**config.mk**
```make
export PLATFORM = sky130hd
export DESIGN_NAME = sfepic_device_flat
export DESIGN_NICKNAME = d
export VERILOG_FILES = /design/src/hw/sfepic_pkg.sv /design/src/hw/sfepic_spi_if.sv /design/src/hw/sfepic_device.sv /design/src/flat_wrapper.sv
export SDC_FILE = /design/constraint.sdc
export NUM_CORES = 1
export LEC_CHECK = 0
export BUFFER_PORTS_ARGS = -buffer_cell sky130_fd_sc_hd__buf_2
export CAP_MARGIN = 5
export CORE_ASPECT_RATIO = 1.25
export CORE_UTILIZATION = 50
export CTS_BUF_LIST = sky130_fd_sc_hd__clkbuf_4 sky130_fd_sc_hd__clkbuf_8 sky130_fd_sc_hd__clkbuf_16
export CTS_CLUSTER_DIAMETER = 60
export DETAILED_ROUTE_END_ITERATION = 12
export PLACE_DENSITY_LB_ADDON = 0.15
export SLEW_MARGIN = 20
export SYNTH_ARGS = -nofsm -noshare
export SYNTH_HDL_FRONTEND = slang
export SYNTH_SLANG_ARGS = --single-unit
```
**constraint.sdc**
```tcl
create_clock -name clk_sys -period 3.75 [get_ports clk_sys]
set_input_delay 0.1875 -clock clk_sys [delete_from_list [all_inputs] [get_ports clk_sys]]
set_output_delay 0.1875 -clock clk_sys [all_outputs]
set_load 0.05 [all_outputs]
```
**src/hw/sfepic_pkg.sv**
```systemverilog
/*
  Shared constants for the serial-flash erase, power-down and identification
  command path: instruction codes, status byte layout and timing counts.
  Assumes a single system clock of 250 MHz on both ends of the link.
*/
package sfepic_pkg;

  // ****************************************************************
  // Clock
  // ****************************************************************
  localparam int unsigned CLK_PERIOD_PS = 4000; // 250 MHz system clock.

  // ****************************************************************
  // Instruction codes
  // ****************************************************************
  localparam logic [7:0] OP_WRITE_ENABLE  = 8'h06;
  localparam logic [7:0] OP_WRITE_DISABLE = 8'h04;
  localparam logic [7:0] OP_READ_STATUS   = 8'h05;
  localparam logic [7:0] OP_ERASE_ALL_A   = 8'hC7;
  localparam logic [7:0] OP_ERASE_ALL_B   = 8'h60;
  localparam logic [7:0] OP_SLEEP         = 8'hB9;
  localparam logic [7:0] OP_WAKE_IDENT    = 8'hAB;
  localparam logic [7:0] OP_MFR_DEV_ID    = 8'h90;
  localparam logic [7:0] OP_UNIQUE_ID     = 8'h4B;
  localparam logic [7:0] OP_STD_IDENT     = 8'h9F;

  // ****************************************************************
  // Frame layout, in serial bits received before the answer starts
  // ****************************************************************
  localparam logic [6:0] OPCODE_BITS    = 7'h08; // Opcode alone.
  localparam logic [6:0] ADDR_END_BITS  = 7'h20; // Opcode plus three bytes.
  localparam logic [6:0] UNIQ_END_BITS  = 7'h28; // Opcode plus four bytes.
  localparam logic [6:0] NO_ANSWER_BITS = 7'h7F; // Never reached in practice.

  // ****************************************************************
  // Status byte layout and reset values
  // ****************************************************************
  localparam int unsigned STAT_BUSY_POS = 0;
  localparam int unsigned STAT_WEL_POS  = 1;
  localparam int unsigned STAT_BP_POS   = 2;
  localparam logic        WEL_RESET     = 1'b0;

  // ****************************************************************
  // Timing
  // ****************************************************************
  localparam int unsigned FULL_ERASE_DURATION_MS = 8;    // Erase length.
  localparam int unsigned SLEEP_ENTRY_TIME_NS    = 3000; // Longest entry time.
  localparam int unsigned WAKE_TIME_NS           = 3000; // Least wake time.
  localparam int unsigned WAKE_WITH_IDENT_TIME_NS = 5000; // Least wake time after ID read.
  localparam int unsigned HOST_GAP_NS            = 100;  // Least deselect time.

  // Cycle counts: entry time rounds down, least times round up.
  // Cycles per millisecond first, so the product stays inside 32 bits.
  localparam int unsigned ERASE_CYCLES = FULL_ERASE_DURATION_MS * (1000000000 / CLK_PERIOD_PS);
  localparam int unsigned SLEEP_CYCLES = (SLEEP_ENTRY_TIME_NS * 1000) / CLK_PERIOD_PS;
  localparam int unsigned WAKE_CYCLES  = (WAKE_TIME_NS * 1000 + CLK_PERIOD_PS - 1) / CLK_PERIOD_PS;
  localparam int unsigned WAKE_ID_CYCLES = (WAKE_WITH_IDENT_TIME_NS * 1000 + CLK_PERIOD_PS - 1) / CLK_PERIOD_PS;
  localparam int unsigned GAP_CYCLES   = (HOST_GAP_NS * 1000 + CLK_PERIOD_PS - 1) / CLK_PERIOD_PS;
  localparam int unsigned SCLK_HALF_CYCLES = 2; // Host clock divider, half period.

  // Device operating states.
  typedef enum logic [2:0] {
    ST_IDLE        = 3'b000,
    ST_ERASE       = 3'b001,
    ST_SLEEP_ENTRY = 3'b010,
    ST_SLEEP       = 3'b011,
    ST_WAKE        = 3'b100
  } sfepic_dev_state_t;

  // Host engine states.
  typedef enum logic [1:0] {
    HS_IDLE  = 2'b00,
    HS_SHIFT = 2'b01,
    HS_GAP   = 2'b10
  } sfepic_host_state_t;

endpackage

```
**src/hw/sfepic_spi_if.sv**
```systemverilog
/*
  Serial link between the host controller end and the flash device end.
  Assumes both ends run on the same system clock; the serial clock is data.
*/
`timescale 1ns/1ps
interface sfepic_spi_if;
  logic cs_n;  // Chip select, active low.
  logic sclk;  // Serial clock, idles low.
  logic mosi;  // Host to device data.
  logic miso;  // Device to host data.

  modport dev  (input cs_n, input sclk, input mosi, output miso);
  modport host (output cs_n, output sclk, output mosi, input miso);
endinterface

```
**src/hw/sfepic_device.sv**
```systemverilog
/*
  Device end of the serial-flash command path: whole-array erase, sleep
  entry and wake, write enable latch, status read and identification reads.
  Assumes the link pins are synchronous to clk_sys and that each serial clock
  phase lasts at least two clk_sys cycles.

  // Function
  // - Erase needs write enable latch set.
  // - Erase only when select rises after bit eight.
  // - Valid erase starts timed full-array erase.
  // - Busy during erase; status stays readable.
  // - Erase completion clears write enable latch.
  // - Any protection bits set refuse erase.
  // - Sleep opcode exact length enters sleep.
  // - Asleep, only wake opcode is recognised.
  // - Reset comes up awake and idle.
  // - Wake opcode then select high wake time.
  // - Electronic ID after three dummies, repeating.
  // - Wake with ID read uses longer time.
  // - Wake opcode ignored while busy.
  // - Manufacturer/device bytes alternate, order by address.
  // - Unique 64-bit number after four dummies.
  // - Manufacturer, memory type, capacity bytes out.
*/
`timescale 1ns/1ps
module sfepic_device #(
  parameter int unsigned ERASE_CYCLES = sfepic_pkg::ERASE_CYCLES,
  parameter logic [7:0]  MFR_ID       = 8'h5C,                 // Arbitrary value.
  parameter logic [7:0]  DEVICE_ID    = 8'h13,                 // Arbitrary value.
  parameter logic [7:0]  MEM_TYPE     = 8'h31,                 // Arbitrary value.
  parameter logic [7:0]  CAPACITY     = 8'h14,                 // Arbitrary value.
  parameter logic [63:0] UNIQUE_ID    = 64'h0123456789ABCDEF   // Arbitrary value.
) (
  // Clock and reset
  input  wire logic        clk_sys,
  input  wire logic        rst_n,
  // Serial link
  sfepic_spi_if.dev        spi,
  // Array side
  input  wire logic [2:0]  block_protect_bits,
  output logic             write_enable_latch,
  output logic             busy,
  output logic             sleeping,
  output logic             erase_done
);

  // ****************************************************************
  // Elaboration checks
  // ****************************************************************
  // A zero-length erase would underflow the timer.
  if (ERASE_CYCLES < 1) begin : g_bad_erase
    $error("ERASE_CYCLES must be at least one");
  end

  localparam logic [31:0] ERASE_LOAD = 32'(ERASE_CYCLES - 1);
  localparam logic [31:0] SLEEP_LOAD = 32'(sfepic_pkg::SLEEP_CYCLES - 1);
  localparam logic [31:0] WAKE_LOAD  = 32'(sfepic_pkg::WAKE_CYCLES - 1);
  localparam logic [31:0] WAKEID_LOAD = 32'(sfepic_pkg::WAKE_ID_CYCLES - 1);

  // ****************************************************************
  // Link edge detection
  // ****************************************************************
  logic       sclk_q_reg;     // Serial clock one cycle ago.
  logic       cs_q_reg;       // Chip select one cycle ago.

  wire        sclk_rise = spi.sclk & ~sclk_q_reg & ~spi.cs_n;
  wire        sclk_fall = ~spi.sclk & sclk_q_reg & ~spi.cs_n;
  wire        cs_rise   = spi.cs_n & ~cs_q_reg;

  // ****************************************************************
  // Frame state
  // ****************************************************************
  logic [6:0] bit_cnt_reg;    // Bits received in this frame, saturating.
  logic [7:0] shift_reg;      // Incoming byte.
  logic [7:0] opcode_reg;     // Opcode of this frame.
  logic       ignore_reg;     // Frame refused at its opcode.
  logic       addr_lsb_reg;   // Last address bit, picks byte order.
  logic [5:0] out_pos_reg;    // Answer bit position.
  logic       miso_reg;       // Output data bit.

  sfepic_pkg::sfepic_dev_state_t state_reg, state_next;
  logic [31:0] timer_reg, timer_next;
  logic        wel_reg, wel_next;
  logic        erase_done_next;

  // ****************************************************************
  // Decoding
  // ****************************************************************
  wire        op_done   = (bit_cnt_reg == sfepic_pkg::OPCODE_BITS) & sclk_rise;
  wire [7:0]  op_in     = {shift_reg[6:0], spi.mosi};
  wire        asleep    = (state_reg == sfepic_pkg::ST_SLEEP_ENTRY) | (state_reg == sfepic_pkg::ST_SLEEP);
  wire        erasing   = (state_reg == sfepic_pkg::ST_ERASE);
  wire        waking    = (state_reg == sfepic_pkg::ST_WAKE);
  wire        exact8    = (bit_cnt_reg == sfepic_pkg::OPCODE_BITS) & ~ignore_reg;
  wire        is_wake   = (opcode_reg == sfepic_pkg::OP_WAKE_IDENT);
  wire        is_erase  = (opcode_reg == sfepic_pkg::OP_ERASE_ALL_A) | (opcode_reg == sfepic_pkg::OP_ERASE_ALL_B);
  wire        protected_any = |block_protect_bits;

  // Refusal of a frame, decided when its opcode is complete.
  wire        refuse_now = waking
                         | (asleep & (op_in != sfepic_pkg::OP_WAKE_IDENT))
                         | (erasing & (op_in != sfepic_pkg::OP_READ_STATUS));

  // Bits that must arrive before the answer of each opcode begins.
  logic [6:0] resp_start;
  assign resp_start = (opcode_reg == sfepic_pkg::OP_WAKE_IDENT)  ? sfepic_pkg::ADDR_END_BITS :
                      (opcode_reg == sfepic_pkg::OP_MFR_DEV_ID)  ? sfepic_pkg::ADDR_END_BITS :
                      (opcode_reg == sfepic_pkg::OP_UNIQUE_ID)   ? sfepic_pkg::UNIQ_END_BITS :
                      (opcode_reg == sfepic_pkg::OP_STD_IDENT)   ? sfepic_pkg::OPCODE_BITS :
                      (opcode_reg == sfepic_pkg::OP_READ_STATUS) ? sfepic_pkg::OPCODE_BITS :
                                                                   sfepic_pkg::NO_ANSWER_BITS;

  // Status byte as read by the status instruction.
  logic [7:0] status_byte;
  always_comb begin
    status_byte = 8'h00;
    status_byte[sfepic_pkg::STAT_BUSY_POS] = erasing;
    status_byte[sfepic_pkg::STAT_WEL_POS]  = wel_reg;
    status_byte[sfepic_pkg::STAT_BP_POS +: 3] = block_protect_bits;
  end

  // Answer words and the bit picked for the current position.
  wire [15:0] mfr_dev_word = addr_lsb_reg ? {DEVICE_ID, MFR_ID} : {MFR_ID, DEVICE_ID};
  wire [23:0] std_ident    = {MFR_ID, MEM_TYPE, CAPACITY};
  wire        std_in_range = (out_pos_reg < 6'h18);
  wire [4:0]  std_index    = 5'h17 - out_pos_reg[4:0];

  logic resp_bit;
  assign resp_bit = (opcode_reg == sfepic_pkg::OP_WAKE_IDENT)  ? DEVICE_ID[~out_pos_reg[2:0]] :
                    (opcode_reg == sfepic_pkg::OP_MFR_DEV_ID)  ? mfr_dev_word[~out_pos_reg[3:0]] :
                    (opcode_reg == sfepic_pkg::OP_UNIQUE_ID)   ? UNIQUE_ID[~out_pos_reg] :
                    (opcode_reg == sfepic_pkg::OP_STD_IDENT)   ? (std_in_range & std_ident[std_index]) :
                                                                 status_byte[~out_pos_reg[2:0]];

  wire answering = sclk_fall & ~ignore_reg & (bit_cnt_reg >= resp_start);

  // ****************************************************************
  // Serial frame registers
  // ****************************************************************
  // Everything frame-local clears while select is high, so a frame cut short
  // leaves nothing behind for the next one.
  always_ff @(posedge clk_sys) begin
    if (!rst_n || spi.cs_n) begin
      bit_cnt_reg  <= 7'h00;
      shift_reg    <= 8'h00;
      opcode_reg   <= 8'h00;
      ignore_reg   <= 1'b0;
      addr_lsb_reg <= 1'b0;
      out_pos_reg  <= 6'h00;
      miso_reg     <= 1'b0;
    end else begin
      if (sclk_rise) begin
        shift_reg <= op_in;
        if (bit_cnt_reg != sfepic_pkg::NO_ANSWER_BITS) begin
          bit_cnt_reg <= bit_cnt_reg + 7'h01;
        end
        if (bit_cnt_reg == sfepic_pkg::ADDR_END_BITS - 7'h01) begin
          addr_lsb_reg <= spi.mosi;
        end
      end
      if (bit_cnt_reg == sfepic_pkg::OPCODE_BITS - 7'h01 && sclk_rise) begin
        opcode_reg <= op_in;
        ignore_reg <= refuse_now;
      end
      if (answering) begin
        miso_reg    <= resp_bit;
        out_pos_reg <= out_pos_reg + 6'h01;
      end
    end
  end

  // ****************************************************************
  // Operating state, timer and write enable latch
  // ****************************************************************
  always_comb begin
    state_next      = state_reg;
    timer_next      = timer_reg;
    wel_next        = wel_reg;
    erase_done_next = 1'b0;
    case (state_reg)
      sfepic_pkg::ST_IDLE: begin
        if (cs_rise && exact8) begin
          if (is_erase && wel_reg && !protected_any) begin
            state_next = sfepic_pkg::ST_ERASE;
            timer_next = ERASE_LOAD;
          end else if (opcode_reg == sfepic_pkg::OP_SLEEP) begin
            state_next = sfepic_pkg::ST_SLEEP_ENTRY;
            timer_next = SLEEP_LOAD;
          end else if (opcode_reg == sfepic_pkg::OP_WRITE_ENABLE) begin
            wel_next = 1'b1;
          end else if (opcode_reg == sfepic_pkg::OP_WRITE_DISABLE) begin
            wel_next = 1'b0;
          end
        end
      end
      sfepic_pkg::ST_ERASE: begin
        // Status reads are served by the frame logic meanwhile.
        if (timer_reg == 32'h0) begin
          state_next      = sfepic_pkg::ST_IDLE;
          wel_next        = 1'b0;
          erase_done_next = 1'b1;
        end else begin
          timer_next = timer_reg - 32'h1;
        end
      end
      sfepic_pkg::ST_SLEEP_ENTRY, sfepic_pkg::ST_SLEEP: begin
        if (cs_rise && !ignore_reg && is_wake && bit_cnt_reg >= sfepic_pkg::OPCODE_BITS) begin
          state_next = sfepic_pkg::ST_WAKE;
          timer_next = exact8 ? WAKE_LOAD : WAKEID_LOAD;
        end else if (state_reg == sfepic_pkg::ST_SLEEP_ENTRY) begin
          if (timer_reg == 32'h0) begin
            state_next = sfepic_pkg::ST_SLEEP;
          end else begin
            timer_next = timer_reg - 32'h1;
          end
        end
      end
      sfepic_pkg::ST_WAKE: begin
        if (timer_reg == 32'h0) begin
          state_next = sfepic_pkg::ST_IDLE;
        end else begin
          timer_next = timer_reg - 32'h1;
        end
      end
      default: begin
        state_next = sfepic_pkg::ST_IDLE;
      end
    endcase
  end

  // Reset always lands awake and idle, never asleep.
  always_ff @(posedge clk_sys) begin
    if (!rst_n) begin
      state_reg      <= sfepic_pkg::ST_IDLE;
      timer_reg      <= 32'h0;
      wel_reg        <= sfepic_pkg::WEL_RESET;
      erase_done     <= 1'b0;
      sclk_q_reg     <= 1'b0;
      cs_q_reg       <= 1'b1;
    end else begin
      state_reg      <= state_next;
      timer_reg      <= timer_next;
      wel_reg        <= wel_next;
      erase_done     <= erase_done_next;
      sclk_q_reg     <= spi.sclk;
      cs_q_reg       <= spi.cs_n;
    end
  end

  // ****************************************************************
  // Outputs
  // ****************************************************************
  assign spi.miso           = miso_reg;
  assign write_enable_latch = wel_reg;
  assign busy               = erasing;
  assign sleeping           = (state_reg == sfepic_pkg::ST_SLEEP);

endmodule

```
**src/flat_wrapper.sv**
```systemverilog
// flat-port wrapper written by rule: the top's interface ports become plain ports
module sfepic_device_flat 
#(
  parameter int unsigned ERASE_CYCLES = sfepic_pkg::ERASE_CYCLES,
  parameter logic [7:0]  MFR_ID       = 8'h5C,                                    
  parameter logic [7:0]  DEVICE_ID    = 8'h13,                                    
  parameter logic [7:0]  MEM_TYPE     = 8'h31,                                    
  parameter logic [7:0]  CAPACITY     = 8'h14,                                    
  parameter logic [63:0] UNIQUE_ID    = 64'h0123456789ABCDEF                      
)
  (clk_sys, rst_n, block_protect_bits, write_enable_latch, busy, sleeping, erase_done, spi_cs_n, spi_sclk, spi_mosi, spi_miso);
  sfepic_spi_if spi_i ();
  input  wire logic clk_sys;
  input  wire logic rst_n;
  input  wire logic [2:0] block_protect_bits;
  output logic write_enable_latch;
  output logic busy;
  output logic sleeping;
  output logic erase_done;
  input wire logic [$bits(spi_i.cs_n)-1:0] spi_cs_n;
  input wire logic [$bits(spi_i.sclk)-1:0] spi_sclk;
  input wire logic [$bits(spi_i.mosi)-1:0] spi_mosi;
  output wire logic [$bits(spi_i.miso)-1:0] spi_miso;
  assign spi_i.cs_n = spi_cs_n;
  assign spi_i.sclk = spi_sclk;
  assign spi_i.mosi = spi_mosi;
  assign spi_miso = spi_i.miso;
  sfepic_device #(.ERASE_CYCLES(ERASE_CYCLES), .MFR_ID(MFR_ID), .DEVICE_ID(DEVICE_ID), .MEM_TYPE(MEM_TYPE), .CAPACITY(CAPACITY), .UNIQUE_ID(UNIQUE_ID)) u_core (.clk_sys(clk_sys), .rst_n(rst_n), .spi(spi_i), .block_protect_bits(block_protect_bits), .write_enable_latch(write_enable_latch), .busy(busy), .sleeping(sleeping), .erase_done(erase_done));
endmodule
```
Yosys cells after proc, flatten, opt, wreduce, memory -nomap -nowiden
Memories as Yosys holds them, arrays and structs flattened.
Index checks and enable logic that the tools add are counted.

word-level totals
  latch bits = 0
  bits of input ports = 8
  bits in read-only memories = 104
  word-level logic and storage cells = 144
  RAM bits = 0
  memories kept = 3
  output and inout port bits = 5
  flip-flop bits (word level) = 70

operators by class
  add/sub/neg operators = 4
  reductions and logical operators = 24
  equality and inequality tests = 29
  bitwise logic cells = 23
  divide/modulo/power cells = 0
  $mul = 0
  magnitude comparators = 7
  shift operators = 0
  multiplexer cells = 41

memory list
  memory           words  width  read ports  clocked after memory_dff  wr ports  line                  RTL
  (no name shown)  64     1      1           0                         0         sfepic_device.sv:131  (opcode_reg == sfepic_pkg::OP_UNIQUE_ID) ? UNIQUE_ID[~out_pos_reg] :
  (no name shown)  32     1      1           0                         0         sfepic_device.sv:132  (opcode_reg == sfepic_pkg::OP_STD_IDENT) ? (std_in_range & std_ident[std_index]) :
  (no name shown)  8      1      1           0                         0         sfepic_device.sv:129  assign resp_bit = (opcode_reg == sfepic_pkg::OP_WAKE_IDENT) ? DEVICE_ID[~out_pos_reg[2:0]] :

operator list
  cell                   count
  $mux 32                6
  $pmux 32 s3            1
  $eq 8x8->1 const B     5
  $mux 7                 5
  $logic_not 32->1       1
  $sub 32x1->32 const B  1
  $eq 8x3->1 const B     3
  $mux 3                 7
  $eq 8x7->1 const B     2
  $mux 1                 16
  $mux 15                1
  $ne 3x1->1 const B     4
  $and 1x1->1            11
  $mux 11                1
  $pmux 3 s3             1
  $ne 8x3->1 const B     1
  $ne 8x8->1 const B     1
  $add 7x1->7 const B    1
  $eq 7x3->1 const B     1
  $eq 7x4->1 const B     1
  $eq 7x5->1 const B     1
  $ge 7x4->1 const B     1
  $ge 7x7->1             1
  $logic_and 1x1->1      7
  32 further kinds       48

Longest topological paths before layout
  word-level depth = 8
  depth in mapped cells = 12
  mapped depth without buffers = 12

Worst setup path after synthesis
Ideal clock, no wire load.

  kind = register to register
  from = register u_core.opcode_reg[3]
  to = register u_core.out_pos_reg[0]
  buffers on the path = 0
  setup time = 127 ps
  path slack = 683 ps
  data required time = 3623 ps
  clock period less this slack = 3067 ps
  arrival time = 2940 ps
  stages on the path, launching flop included = 12
  path through = dfxtp_1 or4b_1 or3_1 o21bai_1 or3_1 ha_1 a21o_1 a211o_1 a41oi_1 nor2_1 xnor2_1 nor2_1

between the ends
  cells in the longest elaborated chain, start to end = 8
  elaborated cells on any way between the ends = 12
  classes of those cells = 1 x order compare; 5 x eq/ne; 5 x mux; 1 x bitwise

RTL lines
  element                 line                  RTL
  start, declared         sfepic_device.sv:75   logic [7:0] opcode_reg;
  start signal, assigned  sfepic_device.sv:162  opcode_reg <= op_in;
  $eq 8x3->1              sfepic_device.sv:110  (opcode_reg == sfepic_pkg::OP_READ_STATUS) ? sfepic_pkg::OPCODE_BITS :
  $mux 7                  sfepic_device.sv:110
  $mux 7                  sfepic_device.sv:109  (opcode_reg == sfepic_pkg::OP_STD_IDENT) ? sfepic_pkg::OPCODE_BITS :
  $mux 7                  sfepic_device.sv:108  (opcode_reg == sfepic_pkg::OP_UNIQUE_ID) ? sfepic_pkg::UNIQ_END_BITS :
  $mux 7                  sfepic_device.sv:107  (opcode_reg == sfepic_pkg::OP_MFR_DEV_ID) ? sfepic_pkg::ADDR_END_BITS :
  $mux 7 (*)              sfepic_device.sv:106  assign resp_start = (opcode_reg == sfepic_pkg::OP_WAKE_IDENT) ? sfepic_pkg::ADDR_END_BITS :
  $ge 7x7->1 (*)          sfepic_device.sv:135  wire answering = sclk_fall & ~ignore_reg & (bit_cnt_reg >= resp_start);
  $and 1x1->1 (*)         sfepic_device.sv:135
  end signal, assigned    sfepic_device.sv:167  out_pos_reg <= out_pos_reg + 6'h01;
  end, declared           sfepic_device.sv:78   logic [5:0] out_pos_reg;

Every way passes the cells marked *; elsewhere a longest branch is shown, timed or not.
A chain may end at the register's enable or synchronous reset.

Final worst setup path
  from = register u_core.opcode_reg[4]
  to = register u_core.out_pos_reg[2]

Same word-level chain as after synthesis.

==> out/metrics.yaml <==
routing:
  ant_nets: 0
  dr_total_vias: 4268
  drc: 0
  wirelength_um: 11400
  dr.pass1.iters: 5
  post_drt_wl_per_cell_um: 16.9
  drt_iter0_drc: 295
  vias_per_cell: 6.31
synthesis:
  yosysWarnings: 0
  synth_compound_area_share_pct: 22.5
  synth_top_family_by_area: "simple AND/OR/NAND/NOR gates"
  synth_seq_cells: 70
  synth-main-ff-cell: "dfxtp_1"
  synthSimpleGateAreaFrac_pct: 29.4
  synthAdderAreaFrac_pct: 5.65
  synth_area_leaders: "dfxtp_1 (32%), ha_1 (5.6%), a21oi_1 (4.5%)"
  ys_seq_area_share_pct: 31.6
  yosys.area.top_type_share_pct: 31.6
  yosys.area_share.xor_xnor_pct: 2.17
  syn_inst: 548
  synth_top_area_cell: "dfxtp_1"
  syn_nets: 576
  syn_area_um2: 4430
  synth.distinct_cells: 68
  synth-edff-count: 0
  async_reset_ff_share_pct: 0
  postSynthAreaPerCell_um2: 8.09
  synthMuxAreaShare_pct: 5.00
layout:
  final_cells: 676
  drive_above_1_share_pct: 9.53
  largest_reg_flops: 32
  mostFrequentLayoutCell: "dfxtp_1"
  area_delta_synth_final_pct: 8.33
  fill_cells: 862
  diodes: 0
  multi_input_area_um2: 2870
  nets: 579
  most-common-layout-cells: "dfxtp_1 (70), nand2_1 (52), nor2_1 (50)"
  register_area_um2: 1400
worst_setup_path:
  reg2reg_slack_ns: 0.27
  cpMostUsedCell: "or3_1"
  cpPeakStageDelay_ns: 0.58
  start_kind: "flip-flop"
  cp.required_ns: 4.02
  path_cells: "or4b_1, or3_1, o21bai_1, or3_1, ha_1, a21o_1, a211o_1, a41oi_1, nor2_1, a211oi_1"
  worstPathMaxFanout: 7
  crit_family: "compound AO/OA/AOI/OAI gates"
  r2r-start: "u_core.opcode_reg[4]$_SDFFE_PP0P_"
  r2r-end: "u_core.out_pos_reg[2]$_SDFFE_PP0P_"
  path_buf_inv: 0
  reg2reg_depth: 10
  arrival_ns: 3.75
  critPathCaptureType: "flip-flop"
  cp_slowest_cell: "or4b_1"
  worstSetupPathType: "reg2reg"
  cp.depth: 10
sta:
  clock_skew_ns: 0.00693
  hold_viol: 0
  tns_ns: 0
  max_freq_mhz: 287
  post-route-period-util_pct: 92.9
  tightest_slew_ns: 0.968
  slew_headroom_pct: 35.4
  rsz0062_at_grt: "no"
  final-setup-viol-count: 0
  period_minus_slack_ns: 3.48
  maxSlewViolCount: 0
floorplan:
  io-pin-count: 13
  initial_core_util_pct: 51.2
  rows: 38
  die_w_um: 86.2
  die_area_um2: 9250
  die_y_um: 107
  coreArea_um2: 8650
pwr:
  peakVddDrop_mv: 0.259
  leakage_nw: 1.71
  p_per_area_nw_per_um2: 301
grt:
  antenna_found_initial: 0
  grt_overflow_total: 0
  grt_max_degree: 27
  grt_pass1_wl_um: 19700
  grt_pass1_vias: 4055
  grt_use_total_pct: 27.0
hold_path:
  worstHoldStart: "spi_sclk"
  holdPathStages: 2
  whs_endpoint: "u_core.sclk_q_reg$_SDFF_PN0_"
  hold_path_class: "in2reg"
placement:
  dp_cells: 660
  post-dp-hpwl_um: 8220
  io_buffers: 12
  routabilityCongestion: 0.891
clock_network:
  insertion_delay_ns: 0.36
  clk_pin_slew_ns: 0.08
  root_buffer: "clkbuf_8"
  cts_sinks: 70
  cts_buffers: 9
  post_cts_resized: 0
  postCtsHoldBufs: 0
  clk_path_buf_depth: 2
  tritoncts: "built"
  cts_max_level: 3
  cts_setup_buffers: 0
outcome:
  status: "complete, no violations"
run:
  drv_cap: 0
-- how the worst max path moves through the flow --
stage / startpoint / slack [ns] / endpoint
2_1_floorplan: u_core.opcode_reg[3]$_SDFFE_PP0P_ / 0.68 / u_core.out_pos_reg[0]$_SDFFE_PP0P_
3_3_place_gp: u_core.opcode_reg[4]$_SDFFE_PP0P_ / 0.43 / u_core.out_pos_reg[0]$_SDFFE_PP0P_
3_5_place_dp: u_core.opcode_reg[4]$_SDFFE_PP0P_ / 0.29 / u_core.out_pos_reg[2]$_SDFFE_PP0P_
4_1_cts: u_core.opcode_reg[4]$_SDFFE_PP0P_ / 0.29 / u_core.out_pos_reg[2]$_SDFFE_PP0P_
5_1_grt: u_core.opcode_reg[2]$_SDFFE_PP0P_ / 0.04 / u_core.out_pos_reg[2]$_SDFFE_PP0P_
6_report: u_core.opcode_reg[4]$_SDFFE_PP0P_ / 0.27 / u_core.out_pos_reg[2]$_SDFFE_PP0P_
-- where the power goes --
group	switching [W]	internal, W	leakage (nW)	total [W]
Sequential	0.00000136	0.000744	0.564	0.000746
Clock	0.000303	0.000363	0.105	0.000665
Combinational	0.0000260	0.00000844	1.04	0.0000344
-- per-stage QoR --
step                worst slack [ns]  hold slack, ns  cell area, um^2  total power, W  utilization [%]
floorplan                      0.683           0.309             4430        0.000784                -
global placement               0.432           0.432             4580        0.000797             52.9
detailed placement             0.290           0.433             4580        0.000798             52.9
CTS                            0.286          0.0597             4800         0.00146             55.5
global route                  0.0359          0.0650             4800         0.00150             55.5
finish                         0.266          0.0674             4800         0.00145             55.5
-- worst register-to-register path, cell delays in order (launching register included) --
cell	delay, ns
dfxtp_1	0.37
or4b_1	0.58
or3_1	0.36
o21bai_1	0.21
or3_1	0.24
ha_1	0.28
a21o_1	0.18
a211o_1	0.28
a41oi_1	0.43
nor2_1	0.20
a211oi_1	0.28
-- cell type report --
type,count,share of cell area (%)
multi-input combinational,437,59.7
timing repair buffer,19,2.35
tap,120,3.13
inverter,14,1.09
clock inverter,4,1.12
sequential,70,29.2
clock buffer,12,3.44
-- Yosys cell counts, types with 4 or more instances --
cell type   n
a31oi_1     5
nor2_1     50
o21ai_0    13
dfxtp_1    70
o31ai_1    20
clkbuf_1   23
or4_1      21
inv_1      13
nand3_1    17
or3_1      12
a211oi_1   11
nand2b_1   13
nor4_1      9
mux2i_1    12
a21oi_1    40
nor2b_1     6
xnor2_1     8
ha_1       20
nand4_1     9
nor4b_1     6
o32ai_1     8
nor3_1     20
o211ai_1    4
and2_1      4
nand3b_1    5
o22ai_1     7
nand2_1    52
and3_1      5
-- cells by family after synthesis --
logic type,after synthesis
xor+xnor,11
fa+ha+maj,20
simple gates,243
buf+inv,41
flops,70
compound gates,145
mux,18
-- per-layer routing --
metal,share of wire (%),up-vias,track usage [%]
li1,-,2097,-
met1,42,2051,31.9
met2,53,103,48.0
met3,4.0,17,4.98
met4,1.7,0,10.1
met5,0,-,0
(Power assumes the default switching activity.)
